[src/cmc_pkg.sv]
package cmc_pkg;

  localparam int CMC_XLEN = 32;

  // Register addresses in the CSR space.
  localparam logic [11:0] CMC_ADDR_JVT = 12'h017;
  localparam logic [11:0] CMC_ADDR_STATUS = 12'h300;
  localparam logic [11:0] CMC_ADDR_ISA = 12'h301;
  localparam logic [11:0] CMC_ADDR_IRQ_MASK = 12'h304;

  // Access operations presented on the CSR port.
  localparam logic [1:0] CMC_OP_READ = 2'h0;
  localparam logic [1:0] CMC_OP_WRITE = 2'h1;
  localparam logic [1:0] CMC_OP_SET = 2'h2;
  localparam logic [1:0] CMC_OP_CLEAR = 2'h3;

  // Privilege encodings.
  localparam logic [1:0] CMC_PRIV_USER = 2'h0;
  localparam logic [1:0] CMC_PRIV_MACHINE = 2'h3;
  localparam logic [1:0] CMC_PRIV_RESET = 2'h3;

  // Jump table base register layout.
  localparam int CMC_JVT_BASE_LSB = 6;
  localparam int CMC_JVT_BASE_W = 26;
  localparam logic [31:0] CMC_JVT_WR_MASK = 32'hFFFFFFC0;
  localparam logic [31:0] CMC_JVT_RESET = 32'h00000000;

  // Machine status word layout.
  localparam int CMC_ST_GIE_BIT = 3;
  localparam int CMC_ST_SAVED_IRQ_ENABLE_BIT = 7;
  localparam int CMC_ST_MPP_LSB = 11;
  localparam int CMC_ST_MPP_MSB = 12;
  localparam int CMC_ST_LOAD_STORE_PRIV_OVERRIDE_BIT = 17;
  localparam int CMC_ST_TW_BIT = 21;
  localparam logic [31:0] CMC_ST_WR_MASK = 32'h00221888;
  localparam logic [31:0] CMC_ST_RESET = 32'h00001800;
  localparam logic [1:0] CMC_MPP_DEFAULT = 2'h0;

  // ISA descriptor layout.
  localparam logic [31:0] CMC_ISA_FIXED = 32'h40900004;
  localparam int CMC_ISA_I_BIT = 8;
  localparam int CMC_ISA_E_BIT = 4;
  localparam int CMC_ISA_M_BIT = 12;

  // Interrupt enable mask layout.
  localparam logic [31:0] CMC_IRQ_WR_MASK = 32'hFFFF0888;
  localparam logic [31:0] CMC_IRQ_RESET = 32'h00000000;

endpackage

[src/cmc_legal_if.sv]
interface cmc_legal_if;
  logic [31:0] raw_value;
  logic [31:0] legal_jvt;
  logic [31:0] legal_status;
  logic [31:0] legal_irq_mask;

  modport bank (
    output raw_value,
    input legal_jvt,
    input legal_status,
    input legal_irq_mask
  );

  modport legal (
    input raw_value,
    output legal_jvt,
    output legal_status,
    output legal_irq_mask
  );
endinterface

[src/cmc_csr_legal.sv]
module cmc_csr_legal
  import cmc_pkg::*;
(
  cmc_legal_if.legal lif
);

  wire [1:0] raw_mpp = lif.raw_value[CMC_ST_MPP_MSB:CMC_ST_MPP_LSB];
  wire mpp_supported = (raw_mpp == CMC_PRIV_USER) || (raw_mpp == CMC_PRIV_MACHINE);
  wire [1:0] mpp_legal = mpp_supported ? raw_mpp : CMC_MPP_DEFAULT; // [RL4] [RL9]
  wire [31:0] status_masked = lif.raw_value & CMC_ST_WR_MASK; // [RL15] [RL23]

  // The mode bits of the jump table base are dropped here, so they read zero.
  assign lif.legal_jvt = lif.raw_value & CMC_JVT_WR_MASK; // [RL3] [RL8]
  assign lif.legal_irq_mask = lif.raw_value & CMC_IRQ_WR_MASK; // [RL22]

  always_comb begin
    lif.legal_status = status_masked;
    lif.legal_status[CMC_ST_MPP_MSB:CMC_ST_MPP_LSB] = mpp_legal; // [RL9]
  end

endmodule

[src/cmc_csr_bank.sv]
// Contract
// RL1: Read-only fields ignore CSR writes and return constants or core-produced values.
// RL2: Read/write fields keep written values unless core operation later updates them.
// RL3: Legalizing fields keep only supported values; zero-only fields always read zero.
// RL4: Unsupported writes to multi-value legalizing fields read back the default value.
// RL5: Legalizing fields without restricted values behave as ordinary read/write fields.
// RL6: Field access class never decides illegal-instruction exceptions for CSR accesses.
// RL7: Jump table base bits 31:6 are writable, 64-byte aligned, reset to zero.
// RL8: Jump table mode bits 5:0 accept writes and always read zero.
// RL9: Prior privilege bits 12:11 hold only user or machine; others read user.
// RL10: Machine trap return sets current privilege to the prior privilege field.
// RL11: With status bit 21 set, user-mode wait-for-interrupt raises illegal instruction immediately.
// RL12: With status bit 17 set, loads and stores use the prior privilege.
// RL13: Trap copies global enable into bit 7; trap return copies it back.
// RL14: Handler software sets global enable bit 3 itself for nested interrupts.
// RL15: Status bits 31, 22, 20, supervisor, extension, endian and reserved read zero.
// RL16: ISA descriptor width code bits 31:30 always read one.
// RL17: ISA descriptor reads one in bits 20, 23, 2; supervisor and others zero.
// RL18: ISA bit 8 for 32-register base, bit 4 for reduced embedded base.
// RL19: ISA bit 12 set only when the multiply/divide option is enabled.
// RL20: Enable mask bits 31:16 are writable and enable fast interrupt lines.
// RL21: Enable mask bits 11, 7, 3 enable external, timer and software lines.
// RL22: Other enable mask bits read zero regardless of writes; register resets zero.
// RL23: Preserve-reserved fields read zero and stay zero whatever software writes.
module cmc_csr_bank
  import cmc_pkg::*;
#(
  parameter bit CODE_SIZE_EXT_OPTION = 1'b1,
  parameter bit RV32E_BASE = 1'b0,
  parameter bit MULTIPLY_EXT_OPTION = 1'b1,
  parameter bit ADV_IRQ_CTRL_OPTION = 1'b0
) (
  input wire logic sys_clk_in,
  input wire logic resetn_in,
  input wire logic clk_en_in,
  input wire logic csr_access_in,
  input wire logic [1:0] csr_op_in,
  input wire logic [11:0] csr_addr_in,
  input wire logic [31:0] csr_wdata_in,
  input wire logic trap_take_in,
  input wire logic trap_return_in,
  input wire logic wait_for_irq_instr_in,
  input wire logic [31:0] irq_in,
  output logic [31:0] csr_rdata_out,
  output logic csr_hit_out,
  output logic [1:0] priv_mode_out,
  output logic [1:0] lsu_priv_out,
  output logic wait_illegal_out,
  output logic global_irq_enable_out,
  output logic [31:0] irq_enabled_out
);

  // This bank only serves the configuration without the advanced interrupt controller.
  if (ADV_IRQ_CTRL_OPTION) begin : g_refuse_adv_irq
    $error("cmc_csr_bank supports only the configuration without the advanced interrupt controller");
  end

  // The field layouts below assume a 32-bit word, so a package edited out of shape is refused.
  if (CMC_XLEN != 32) begin : g_refuse_xlen
    $error("cmc_csr_bank serves only a 32-bit register word");
  end
  if (CMC_JVT_BASE_LSB + CMC_JVT_BASE_W != CMC_XLEN) begin : g_refuse_jvt_layout
    $error("cmc_csr_bank needs the jump table base field to end at the top of the word");
  end
  if (CMC_ST_MPP_MSB - CMC_ST_MPP_LSB != 1) begin : g_refuse_mpp_layout
    $error("cmc_csr_bank needs a two-bit prior privilege field");
  end

  cmc_legal_if lif ();

  cmc_csr_legal u_legal (
    .lif(lif)
  );

  logic [CMC_JVT_BASE_W-1:0] jvt_base_reg;
  logic [CMC_JVT_BASE_W-1:0] jvt_base_next;
  logic [1:0] prior_privilege_level_reg;
  logic [1:0] prior_privilege_level_next;
  logic load_store_priv_override_reg;
  logic load_store_priv_override_next;
  logic saved_irq_enable_reg;
  logic saved_irq_enable_next;
  logic global_irq_enable_reg;
  logic global_irq_enable_next;
  logic wait_trap_user_reg;
  logic wait_trap_user_next;
  logic [31:0] irq_mask_reg;
  logic [31:0] irq_mask_next;
  logic [1:0] priv_reg;
  logic [1:0] priv_next;
  logic [31:0] rdata_reg;
  logic hit_reg;
  logic [1:0] lsu_priv_reg;
  logic wait_illegal_reg;
  logic [31:0] irq_enabled_reg;
  logic [31:0] irq_enabled_next;
  logic [31:0] status_value;
  logic [31:0] read_value;

  // Address decode. The jump table base exists only with the code size extension.
  wire hit_jvt = CODE_SIZE_EXT_OPTION && (csr_addr_in == CMC_ADDR_JVT);
  wire hit_status = (csr_addr_in == CMC_ADDR_STATUS);
  wire hit_isa = (csr_addr_in == CMC_ADDR_ISA);
  wire hit_irq_mask = (csr_addr_in == CMC_ADDR_IRQ_MASK);
  wire hit_any = hit_jvt | hit_status | hit_isa | hit_irq_mask;

  // Access class only shapes the stored value; legality of the access is judged upstream.
  wire csr_write = csr_access_in && (csr_op_in != CMC_OP_READ); // [RL6]
  wire write_jvt = csr_write && hit_jvt;
  wire write_status = csr_write && hit_status;
  wire write_irq_mask = csr_write && hit_irq_mask;

  wire [31:0] jvt_value = {jvt_base_reg, {CMC_JVT_BASE_LSB{1'b0}}}; // [RL7] [RL8]

  // The descriptor is a constant of the build, so writes have nothing to land in.
  wire [31:0] isa_i_bit = RV32E_BASE ? 32'h00000000 : (32'h00000001 << CMC_ISA_I_BIT); // [RL18]
  wire [31:0] isa_e_bit = RV32E_BASE ? (32'h00000001 << CMC_ISA_E_BIT) : 32'h00000000; // [RL18]
  wire [31:0] isa_m_bit = MULTIPLY_EXT_OPTION ? (32'h00000001 << CMC_ISA_M_BIT) : 32'h00000000; // [RL19]
  wire [31:0] isa_value = CMC_ISA_FIXED | isa_i_bit | isa_e_bit | isa_m_bit; // [RL1] [RL16] [RL17]

  // Status bits outside the stored fields are never driven, so they read zero.
  always_comb begin
    status_value = 32'h00000000; // [RL15] [RL23]
    status_value[CMC_ST_GIE_BIT] = global_irq_enable_reg;
    status_value[CMC_ST_SAVED_IRQ_ENABLE_BIT] = saved_irq_enable_reg;
    status_value[CMC_ST_MPP_MSB:CMC_ST_MPP_LSB] = prior_privilege_level_reg;
    status_value[CMC_ST_LOAD_STORE_PRIV_OVERRIDE_BIT] = load_store_priv_override_reg;
    status_value[CMC_ST_TW_BIT] = wait_trap_user_reg;
  end

  always_comb begin
    read_value = 32'h00000000;
    if (hit_jvt) begin
      read_value = jvt_value;
    end else if (hit_status) begin
      read_value = status_value;
    end else if (hit_isa) begin
      read_value = isa_value;
    end else if (hit_irq_mask) begin
      read_value = irq_mask_reg; // [RL22]
    end
  end

  // Set and clear operations work on the value that a read would return.
  wire [31:0] set_value = read_value | csr_wdata_in;
  wire [31:0] clear_value = read_value & ~csr_wdata_in;
  wire op_is_write = (csr_op_in == CMC_OP_WRITE);
  wire op_is_set = (csr_op_in == CMC_OP_SET);
  assign lif.raw_value = op_is_write ? csr_wdata_in : (op_is_set ? set_value : clear_value);

  wire [1:0] legal_mpp = lif.legal_status[CMC_ST_MPP_MSB:CMC_ST_MPP_LSB];

  always_comb begin
    jvt_base_next = jvt_base_reg;
    irq_mask_next = irq_mask_reg;
    if (write_jvt) begin
      jvt_base_next = lif.legal_jvt[31:CMC_JVT_BASE_LSB]; // [RL2] [RL7]
    end
    if (write_irq_mask) begin
      irq_mask_next = lif.legal_irq_mask; // [RL20] [RL21] [RL22]
    end
  end

  // A trap or trap return in the same cycle as a status write wins over the write,
  // because the pipeline retires the trap after the CSR instruction is squashed.
  always_comb begin
    prior_privilege_level_next = prior_privilege_level_reg;
    if (trap_take_in) begin
      prior_privilege_level_next = priv_reg;
    end else if (trap_return_in) begin
      prior_privilege_level_next = CMC_PRIV_USER;
    end else if (write_status) begin
      prior_privilege_level_next = legal_mpp; // [RL4] [RL9]
    end
  end

  always_comb begin
    saved_irq_enable_next = saved_irq_enable_reg;
    if (trap_take_in) begin
      saved_irq_enable_next = global_irq_enable_reg; // [RL13]
    end else if (trap_return_in) begin
      saved_irq_enable_next = 1'b1;
    end else if (write_status) begin
      saved_irq_enable_next = lif.legal_status[CMC_ST_SAVED_IRQ_ENABLE_BIT]; // [RL2]
    end
  end

  always_comb begin
    global_irq_enable_next = global_irq_enable_reg;
    if (trap_take_in) begin
      global_irq_enable_next = 1'b0;
    end else if (trap_return_in) begin
      global_irq_enable_next = saved_irq_enable_reg; // [RL13]
    end else if (write_status) begin
      global_irq_enable_next = lif.legal_status[CMC_ST_GIE_BIT]; // [RL2] [RL14]
    end
  end

  always_comb begin
    priv_next = priv_reg;
    if (trap_take_in) begin
      priv_next = CMC_PRIV_MACHINE;
    end else if (trap_return_in) begin
      priv_next = prior_privilege_level_reg; // [RL10]
    end
  end

  // Traps leave the override and the wait trap alone, so a write in a trap cycle still lands there.
  always_comb begin
    load_store_priv_override_next = load_store_priv_override_reg;
    if (write_status) begin
      load_store_priv_override_next = lif.legal_status[CMC_ST_LOAD_STORE_PRIV_OVERRIDE_BIT]; // [RL2]
    end
  end

  always_comb begin
    wait_trap_user_next = wait_trap_user_reg;
    if (write_status) begin
      wait_trap_user_next = lif.legal_status[CMC_ST_TW_BIT]; // [RL5]
    end
  end

  // The load/store privilege follows the state that the next instruction sees.
  wire [1:0] lsu_priv_next = load_store_priv_override_next ? prior_privilege_level_next : priv_next; // [RL12]
  wire wait_illegal_next = wait_for_irq_instr_in && wait_trap_user_reg && (priv_reg == CMC_PRIV_USER); // [RL11]
  wire [31:0] rdata_next = csr_access_in ? read_value : 32'h00000000;
  wire hit_next = csr_access_in && hit_any;

  // Each request line is gated by the enable bit of the same index.
  for (genvar b = 0; b < CMC_XLEN; b++) begin : g_irq_gate
    assign irq_enabled_next[b] = irq_in[b] & irq_mask_reg[b]; // [RL20] [RL21]
  end

  always_ff @(posedge sys_clk_in or negedge resetn_in) begin
    if (!resetn_in) begin
      jvt_base_reg <= CMC_JVT_RESET[31:CMC_JVT_BASE_LSB]; // [RL7]
    end else if (clk_en_in) begin
      jvt_base_reg <= jvt_base_next;
    end
  end

  always_ff @(posedge sys_clk_in or negedge resetn_in) begin
    if (!resetn_in) begin
      irq_mask_reg <= CMC_IRQ_RESET; // [RL22]
    end else if (clk_en_in) begin
      irq_mask_reg <= irq_mask_next;
    end
  end

  always_ff @(posedge sys_clk_in or negedge resetn_in) begin
    if (!resetn_in) begin
      prior_privilege_level_reg <= CMC_ST_RESET[CMC_ST_MPP_MSB:CMC_ST_MPP_LSB];
    end else if (clk_en_in) begin
      prior_privilege_level_reg <= prior_privilege_level_next;
    end
  end

  always_ff @(posedge sys_clk_in or negedge resetn_in) begin
    if (!resetn_in) begin
      load_store_priv_override_reg <= CMC_ST_RESET[CMC_ST_LOAD_STORE_PRIV_OVERRIDE_BIT];
    end else if (clk_en_in) begin
      load_store_priv_override_reg <= load_store_priv_override_next;
    end
  end

  always_ff @(posedge sys_clk_in or negedge resetn_in) begin
    if (!resetn_in) begin
      saved_irq_enable_reg <= CMC_ST_RESET[CMC_ST_SAVED_IRQ_ENABLE_BIT];
    end else if (clk_en_in) begin
      saved_irq_enable_reg <= saved_irq_enable_next;
    end
  end

  always_ff @(posedge sys_clk_in or negedge resetn_in) begin
    if (!resetn_in) begin
      global_irq_enable_reg <= CMC_ST_RESET[CMC_ST_GIE_BIT];
    end else if (clk_en_in) begin
      global_irq_enable_reg <= global_irq_enable_next;
    end
  end

  always_ff @(posedge sys_clk_in or negedge resetn_in) begin
    if (!resetn_in) begin
      wait_trap_user_reg <= CMC_ST_RESET[CMC_ST_TW_BIT];
    end else if (clk_en_in) begin
      wait_trap_user_reg <= wait_trap_user_next;
    end
  end

  always_ff @(posedge sys_clk_in or negedge resetn_in) begin
    if (!resetn_in) begin
      priv_reg <= CMC_PRIV_RESET;
    end else if (clk_en_in) begin
      priv_reg <= priv_next;
    end
  end

  always_ff @(posedge sys_clk_in or negedge resetn_in) begin
    if (!resetn_in) begin
      rdata_reg <= 32'h00000000;
    end else if (clk_en_in) begin
      rdata_reg <= rdata_next;
    end
  end

  always_ff @(posedge sys_clk_in or negedge resetn_in) begin
    if (!resetn_in) begin
      hit_reg <= 1'b0;
    end else if (clk_en_in) begin
      hit_reg <= hit_next;
    end
  end

  always_ff @(posedge sys_clk_in or negedge resetn_in) begin
    if (!resetn_in) begin
      lsu_priv_reg <= CMC_PRIV_RESET;
    end else if (clk_en_in) begin
      lsu_priv_reg <= lsu_priv_next;
    end
  end

  always_ff @(posedge sys_clk_in or negedge resetn_in) begin
    if (!resetn_in) begin
      wait_illegal_reg <= 1'b0;
    end else if (clk_en_in) begin
      wait_illegal_reg <= wait_illegal_next;
    end
  end

  always_ff @(posedge sys_clk_in or negedge resetn_in) begin
    if (!resetn_in) begin
      irq_enabled_reg <= 32'h00000000;
    end else if (clk_en_in) begin
      irq_enabled_reg <= irq_enabled_next;
    end
  end

  assign csr_rdata_out = rdata_reg;
  assign csr_hit_out = hit_reg;
  assign priv_mode_out = priv_reg;
  assign lsu_priv_out = lsu_priv_reg;
  assign wait_illegal_out = wait_illegal_reg;
  assign global_irq_enable_out = global_irq_enable_reg;
  assign irq_enabled_out = irq_enabled_reg;

endmodule

[config.mk]
export PLATFORM = sky130hd
export DESIGN_NAME = cmc_csr_bank
export DESIGN_NICKNAME = d
export VERILOG_FILES = /design/src/cmc_pkg.sv /design/src/cmc_legal_if.sv /design/src/cmc_csr_legal.sv /design/src/cmc_csr_bank.sv
export SDC_FILE = /design/constraint.sdc
export NUM_CORES = 1
export LEC_CHECK = 0
export BUFFER_PORTS_ARGS = -buffer_cell sky130_fd_sc_hd__buf_2
export CAP_MARGIN = 20
export CORE_ASPECT_RATIO = 0.75
export CORE_UTILIZATION = 48
export DETAILED_ROUTE_END_ITERATION = 10
export GPL_TIMING_DRIVEN = 0
export PLACE_DENSITY_LB_ADDON = 0.12
export REMOVE_ABC_BUFFERS = 1
export SETUP_SLACK_MARGIN = 0.02
export SYNTH_ARGS = -nofsm -noshare
export SYNTH_HDL_FRONTEND = slang
export SYNTH_SLANG_ARGS = --single-unit
[constraint.sdc]
create_clock -name sys_clk_in -period 1.35 [get_ports sys_clk_in]
set_input_delay 0.27 -clock sys_clk_in [delete_from_list [all_inputs] [get_ports sys_clk_in]]
set_output_delay 0.27 -clock sys_clk_in [all_outputs]
set_load 0.01 [all_outputs]
# Yosys cells after proc, flatten, opt, wreduce, memory -nomap -nowiden
# Cells that the tools add are included.
[op_classes]
eq_ne = 7
mux = 21
n_bitwise = 25
reduce_logical = 16
[ops]
columns = ["op", "count"]
rows = [
  ["two-way mux 32 bit", 7],
  ["== test 12 x 10 -> 1 bit, second input constant", 3],
  ["AND 32 bit", 1],
  ["NOT 32 bit", 1],
  ["bitwise OR 32 bit", 1],
  ["AND 1 bit", 19],
  ["two-way mux 2 bit", 7],
  ["== test 12 x 5 -> 1 bit, second input constant", 1],
  ["AND reduction 2 bit", 4],
  ["logical AND 1 bit", 7],
  ["two-way mux 1 bit", 7],
  ["== test 2 bit, second input constant", 2],
  ["logical NOT 2 bit", 2],
  ["bitwise OR 1 bit", 3],
  ["nonzero test 3 bit", 1],
  ["== test 2 x 1 -> 1 bit, second input constant", 1],
  ["nonzero test 2 bit", 1],
  ["logical OR 1 bit", 1],
]
[word_totals]
ff_bits = 108
in_bits = 85
output_inout_bits = 71
elab_cells = 82

# Logic depth before layout (Yosys ltp)
[logic_depth]
depth_word = 15
depth_mapped = 10
ltp_nobuf = 6

# Cells and area by module
# A second synthesis with hierarchy kept.
[unflattened]
hier_cells = 759
hier_area_um2 = 7468.4
[modules_own_cells]
columns = ["module", "instances", "cells_each", "area_per_inst_um2", "seq_area_each_um2"]
rows = [
  ["cmc_csr_bank", 1, 662, 6745.2, 3360.7],
  ["cmc_csr_legal", 1, 97, 723.2, 0.0],
]

# Worst setup path before layout
# Ideal clock, no wire load.
[synth_path]
kind = "in2reg"
start = "in csr_addr_in[11]"
end = "reg irq_mask_reg[22]"
setup_ns = 0.064
arrival_time_ns = 2.044
required_ns = 1.286
setup_slack_ns = -0.759
path_stages = 9
path_buffers = 3
path_cell_list = "or3_1 buf_4 nor4_4 and2_1 buf_4 nand2_2 buf_6 a2111oi_2 a21o_1"
[synth_via]
elab_chain_len = 8
word_cells_on_any_way = 14
cone_classes = "eq/ne: 4; mux: 6; bitwise: 2; reduce/logical: 2"
[synth_lines]
columns = ["element", "line", "source"]
rows = [
  ["from (decl)", "cmc_csr_bank.sv:38", "input wire logic [11:0] csr_addr_in,"],
  ["== test 12 x 10 -> 1 bit", "cmc_csr_bank.sv:104", "wire hit_irq_mask = (csr_addr_in == CMC_ADDR_IRQ_MASK);"],
  ["two-way mux 32 bit", "cmc_csr_bank.sv:139", "end else if (hit_irq_mask) begin"],
  ["two-way mux 32 bit", "cmc_csr_bank.sv:137", "end else if (hit_isa) begin"],
  ["two-way mux 32 bit", "cmc_csr_bank.sv:135", "end else if (hit_status) begin"],
  ["two-way mux 32 bit", "cmc_csr_bank.sv:133", "if (hit_jvt) begin"],
  ["AND 32 bit / bitwise OR 32 bit (equally long branches)", "cmc_csr_bank.sv:146, cmc_csr_bank.sv:145", ""],
  ["two-way mux 32 bit (2 in series)", "cmc_csr_bank.sv:149", "assign lif.raw_value = op_is_write ? csr_wdata_in : (op_is_set ? set_value : clear_value);"],
  ["to (signal assigned)", "cmc_csr_bank.sv:246", "irq_mask_reg <= irq_mask_next;"],
  ["to (decl)", "cmc_csr_bank.sv:87", "logic [31:0] irq_mask_reg;"],
]
# Several ways; a longest one is shown, not always the timed one.
# A chain may end at the register's enable or synchronous reset.

# Final worst setup path
[layout_path]
start = "in csr_addr_in[5]"
end = "reg global_irq_enable_reg, in the netlist global_irq_enable_out"
[layout_via]
elab_chain_len = 11
word_cells_on_any_way = 18
cone_classes = "eq/ne: 4; mux: 9; bitwise: 2; reduce/logical: 3"
[layout_lines]
columns = ["element", "line", "source"]
rows = [
  ["== test 12 x 10 -> 1 bit", "cmc_csr_bank.sv:104", ""],
  ["two-way mux 32 bit", "cmc_csr_bank.sv:139", ""],
  ["two-way mux 32 bit", "cmc_csr_bank.sv:137", ""],
  ["two-way mux 32 bit", "cmc_csr_bank.sv:135", ""],
  ["two-way mux 32 bit", "cmc_csr_bank.sv:133", ""],
  ["AND 32 bit / bitwise OR 32 bit (equally long branches)", "cmc_csr_bank.sv:146, cmc_csr_bank.sv:145", ""],
  ["two-way mux 32 bit (2 in series)", "cmc_csr_bank.sv:149", ""],
  ["two-way mux 1 bit", "cmc_csr_bank.sv:194", "end else if (write_status) begin"],
  ["two-way mux 1 bit", "cmc_csr_bank.sv:192", "end else if (trap_return_in) begin"],
  ["two-way mux 1 bit", "cmc_csr_bank.sv:190", "if (trap_take_in) begin"],
  ["to (signal assigned)", "cmc_csr_bank.sv:276", "global_irq_enable_reg <= CMC_ST_RESET[CMC_ST_GIE_BIT];"],
  ["to (signal assigned)", "cmc_csr_bank.sv:278", "global_irq_enable_reg <= global_irq_enable_next;"],
  ["to (decl)", "cmc_csr_bank.sv:83", "logic global_irq_enable_reg;"],
]
# Several ways; a longest one is shown, not always the timed one. The select of a mux whose other input is x is not followed.

==> flow_summary.toml <==
[outcome]
run_status = "finished with violations"
failed_checks = "hold timing, setup timing"

[setup_path]
crit_slowest_cell = "sky130_fd_sc_hd__or4_4"
timing.critical_path.required_ns = 1.63
timing.critical_path.to_type = "flop"
critPathMaxFanout = 6
timing.critical_path.mode_cell = "sky130_fd_sc_hd__buf_6"
crit_start = "csr_addr_in[5]"
worst_r2r_startpoint = "prior_privilege_level_reg[0]"
timing.reg2reg.worst_path_depth = 6
crit_arrival_ns = 2.21
slowest_cell_delay_on_critical_path_ns = 0.60
timing.rr.end = "lsu_priv_out[1]"
start_kind = "primary input"
register_to_register_setup_slack_ns = -0.40
worst_path_top_cell_family_by_delay = "simple AND/OR/NAND/NOR gates"
critical_path_class = "in -> reg"
worstPathCellList = "buf_6 > or4_4 > nor4_4 > buf_6 > a21oi_1 > a221o_1 > o31ai_1 > a22o_1"
path_buf_inv = 2

[route]
met3_wirelength_um = 1560
ant_nets_after_route = 0
detailedRoute.firstPassIterationCount = 5
highest-signal-layer = "met5"
drcViolationCount = 0
met1_length_um = 7930
via_count = 5577
viasPerCell = 6.14
route.detailed.wl_per_inst_um = 21.1
totalWireLength_um = 19100
drt_first_iter_violations = 416
met2_wirelength_um = 8920

[logic_synthesis]
synthTopCellsByArea = "sky130_fd_sc_hd__dfrtp_1 43%, sky130_fd_sc_hd__nand2_1 4.1%, sky130_fd_sc_hd__o21ai_0 3.8%"
synth.avg_cell_area_um2 = 9.72
mappedNetlistArea_um2 = 5650
number_of_different_library_cells_in_the_post_synthesis_netlist = 60
asyncSetResetFlopFracSynth_pct = 100
postSynth.topFlopCell = "sky130_fd_sc_hd__dfrtp_1"
ys.warnings.count = 0
synth_edf_count = 0
synth_sequential_area_ratio_pct = 46.2
synth_top_area_share_pct = 43.4
syn-instance-count = 581
synthDominantAreaCellType = "sky130_fd_sc_hd__dfrtp_1"
ys_ff_latch = 104

[power]
power.leakage_nw = 3.57
power_density_nw_per_um2 = 844
post_layout_total_power_mw = 6.90
ir_worst_vdd_v = 0.000851

[cts]
clock_tree_from_tritoncts = "yes"
clock_sinks = 104
clock-root-buffer = "sky130_fd_sc_hd__clkbuf_16"
postCtsHoldBufs = 0
clock_input_transition_at_the_sequential_cells_of_the_worst_setup_and_hold_paths_ns = 0.07
ctsHtreeMaxLevel = 3
cts_buffers = 9
cts-root-to-sink-buffers = 2
clkLatencyLatePin_ns = 0.35

[global_route]
first_global_vias = 5187
antenna_found_initial = 1
grt_remaining_overflow = 0
grt_util_all_layers_pct = 30.5
grt_start_max_net_pins = 58
first_pass_grt_wire_length_um = 28300

[sta]
rsz_0062_raised_after_global_routing = "yes"
worst_pin_slew_ns = 0.751
period_needed_ns = 1.93
post-route-period-util_pct = 143
fin_ws_ns = -0.576
finClkSkew_ns = 0.00411
report.final.hold_viol_count = 12
max_transition_margin_pct = 49.9
fin_tns_setup_ns = -30.75
achievable-frequency_mhz = 519
finalMaxSlewViolations = 0
finalSetupViolations = 80
worst_hold_slack_ns = -0.0178

[run]
max_cap_viol_count = 0

[cells_and_area]
areaGrowthSynthToFinish_pct = 45.0
mostFrequentLayoutCell = "sky130_fd_sc_hd__buf_2"
layout.core_utilization_pct = 73.2
nNetsFinal = 832
largest_register_ffs = 28
postLayoutCellArea_um2 = 8190
layout-drive-gt1-share_pct = 45.6
final.fill_count = 785
mostFrequentLayoutCells = "112 x sky130_fd_sc_hd__buf_2, 98 x sky130_fd_sc_hd__dfrtp_1, 47 x sky130_fd_sc_hd__nand2_1"
n_antenna_cell = 0

[die]
core_region_area_um2 = 11200
die_h_um = 95.9
initial_utilization_pct = 50.5
fp.dieArea_um2 = 12200
core.rowCount = 33
die_w_um = 127
floorplan.io_pins = 156

[worst_hold_path]
min_path_type = "in -> async"

[place]
dpl.hpwl_um = 9940
portBuffers = 120
gp_congestion = 0.814
placedInstanceArea_um2 = 6230
[Yosys cell counts (4+ instances only)]
master / n
sky130_fd_sc_hd__a22oi_1: 19
sky130_fd_sc_hd__buf_2: 8
sky130_fd_sc_hd__nand2_1: 61
sky130_fd_sc_hd__nor2_1: 21
sky130_fd_sc_hd__mux2_2: 8
sky130_fd_sc_hd__o2bb2ai_1: 18
sky130_fd_sc_hd__a221o_1: 5
sky130_fd_sc_hd__nand3_1: 39
sky130_fd_sc_hd__a2111oi_2: 9
sky130_fd_sc_hd__inv_1: 29
sky130_fd_sc_hd__o221ai_1: 15
sky130_fd_sc_hd__o211ai_1: 9
sky130_fd_sc_hd__nand3b_1: 10
sky130_fd_sc_hd__buf_4: 19
sky130_fd_sc_hd__a22o_1: 11
sky130_fd_sc_hd__xor2_1: 4
sky130_fd_sc_hd__mux2i_1: 8
sky130_fd_sc_hd__dfstp_2: 6
sky130_fd_sc_hd__o21ai_0: 43
sky130_fd_sc_hd__clkbuf_1: 28
sky130_fd_sc_hd__a21o_1: 9
sky130_fd_sc_hd__a32o_1: 6
sky130_fd_sc_hd__dfrtp_1: 98
sky130_fd_sc_hd__and2_1: 6
sky130_fd_sc_hd__buf_1: 4
sky130_fd_sc_hd__a221oi_1: 9
sky130_fd_sc_hd__xnor2_1: 16
sky130_fd_sc_hd__a21oi_1: 15
[cell type report]
class                      instances  area [µm²]  share of cell area, %
multi-input combinational        410        3560                   43.5
sequential                       104        2610                   31.9
timing repair inverter             3        20.0                  0.245
tap                              157         196                   2.40
inverter                          30         125                   1.53
timing repair buffer             189        1400                   17.0
clock inverter                     5        32.5                  0.397
clock buffer                      11         243                   2.97
[metrics by stage]
step                worst slack [ns]  hold WS (ns)  instances
finish                        -0.576       -0.0178        909
global route                  -0.613        0.0494        909
CTS                           -0.633       0.00857        889
detailed placement             -2.84         0.380        816
global placement               -3.34         0.464        814
floorplan                      -1.73       -0.0256        537
[worst max path at each step]
stage / end / slack, ns / cells past startpoint
after floorplan: jvt_base_reg[10] / -1.73 / 6
after global placement: jvt_base_reg[24] / -3.34 / 7
after detailed placement: jvt_base_reg[21] / -2.84 / 7
after CTS: saved_irq_enable_reg / -0.63 / 8
after global routing: global_irq_enable_out / -0.61 / 8
final: global_irq_enable_out / -0.58 / 8
[cells by family after synthesis]
family | share of synthesized area, %
compound gates | 25.2
xor+xnor | 3.10
buf+inv | 7.56
flops | 46.2
mux | 3.01
other cells | 0.0664
simple gates | 14.8
[layer usage]
layer,up-vias,track usage [%]
met5,-,0
met4,2,10.1
met3,65,6.45
met2,303,49.8
met1,2746,40.8
li1,2461,-
[report_power, final]
part           internal (mW)  switching, mW
logic                  0.410          0.674
clock network           1.30           1.20
registers               3.22         0.0975
[timing repair]
item / in CTS / in global routing
setup endpoints to repair: 85 / 81
resized for setup: 119 / 97
setup buffers: 51 / 22
pin swaps: 51 / 64
hold endpoints to repair: 0 / 0
gates cloned: 7 / 4
Power figures use the tool's default switching activity.
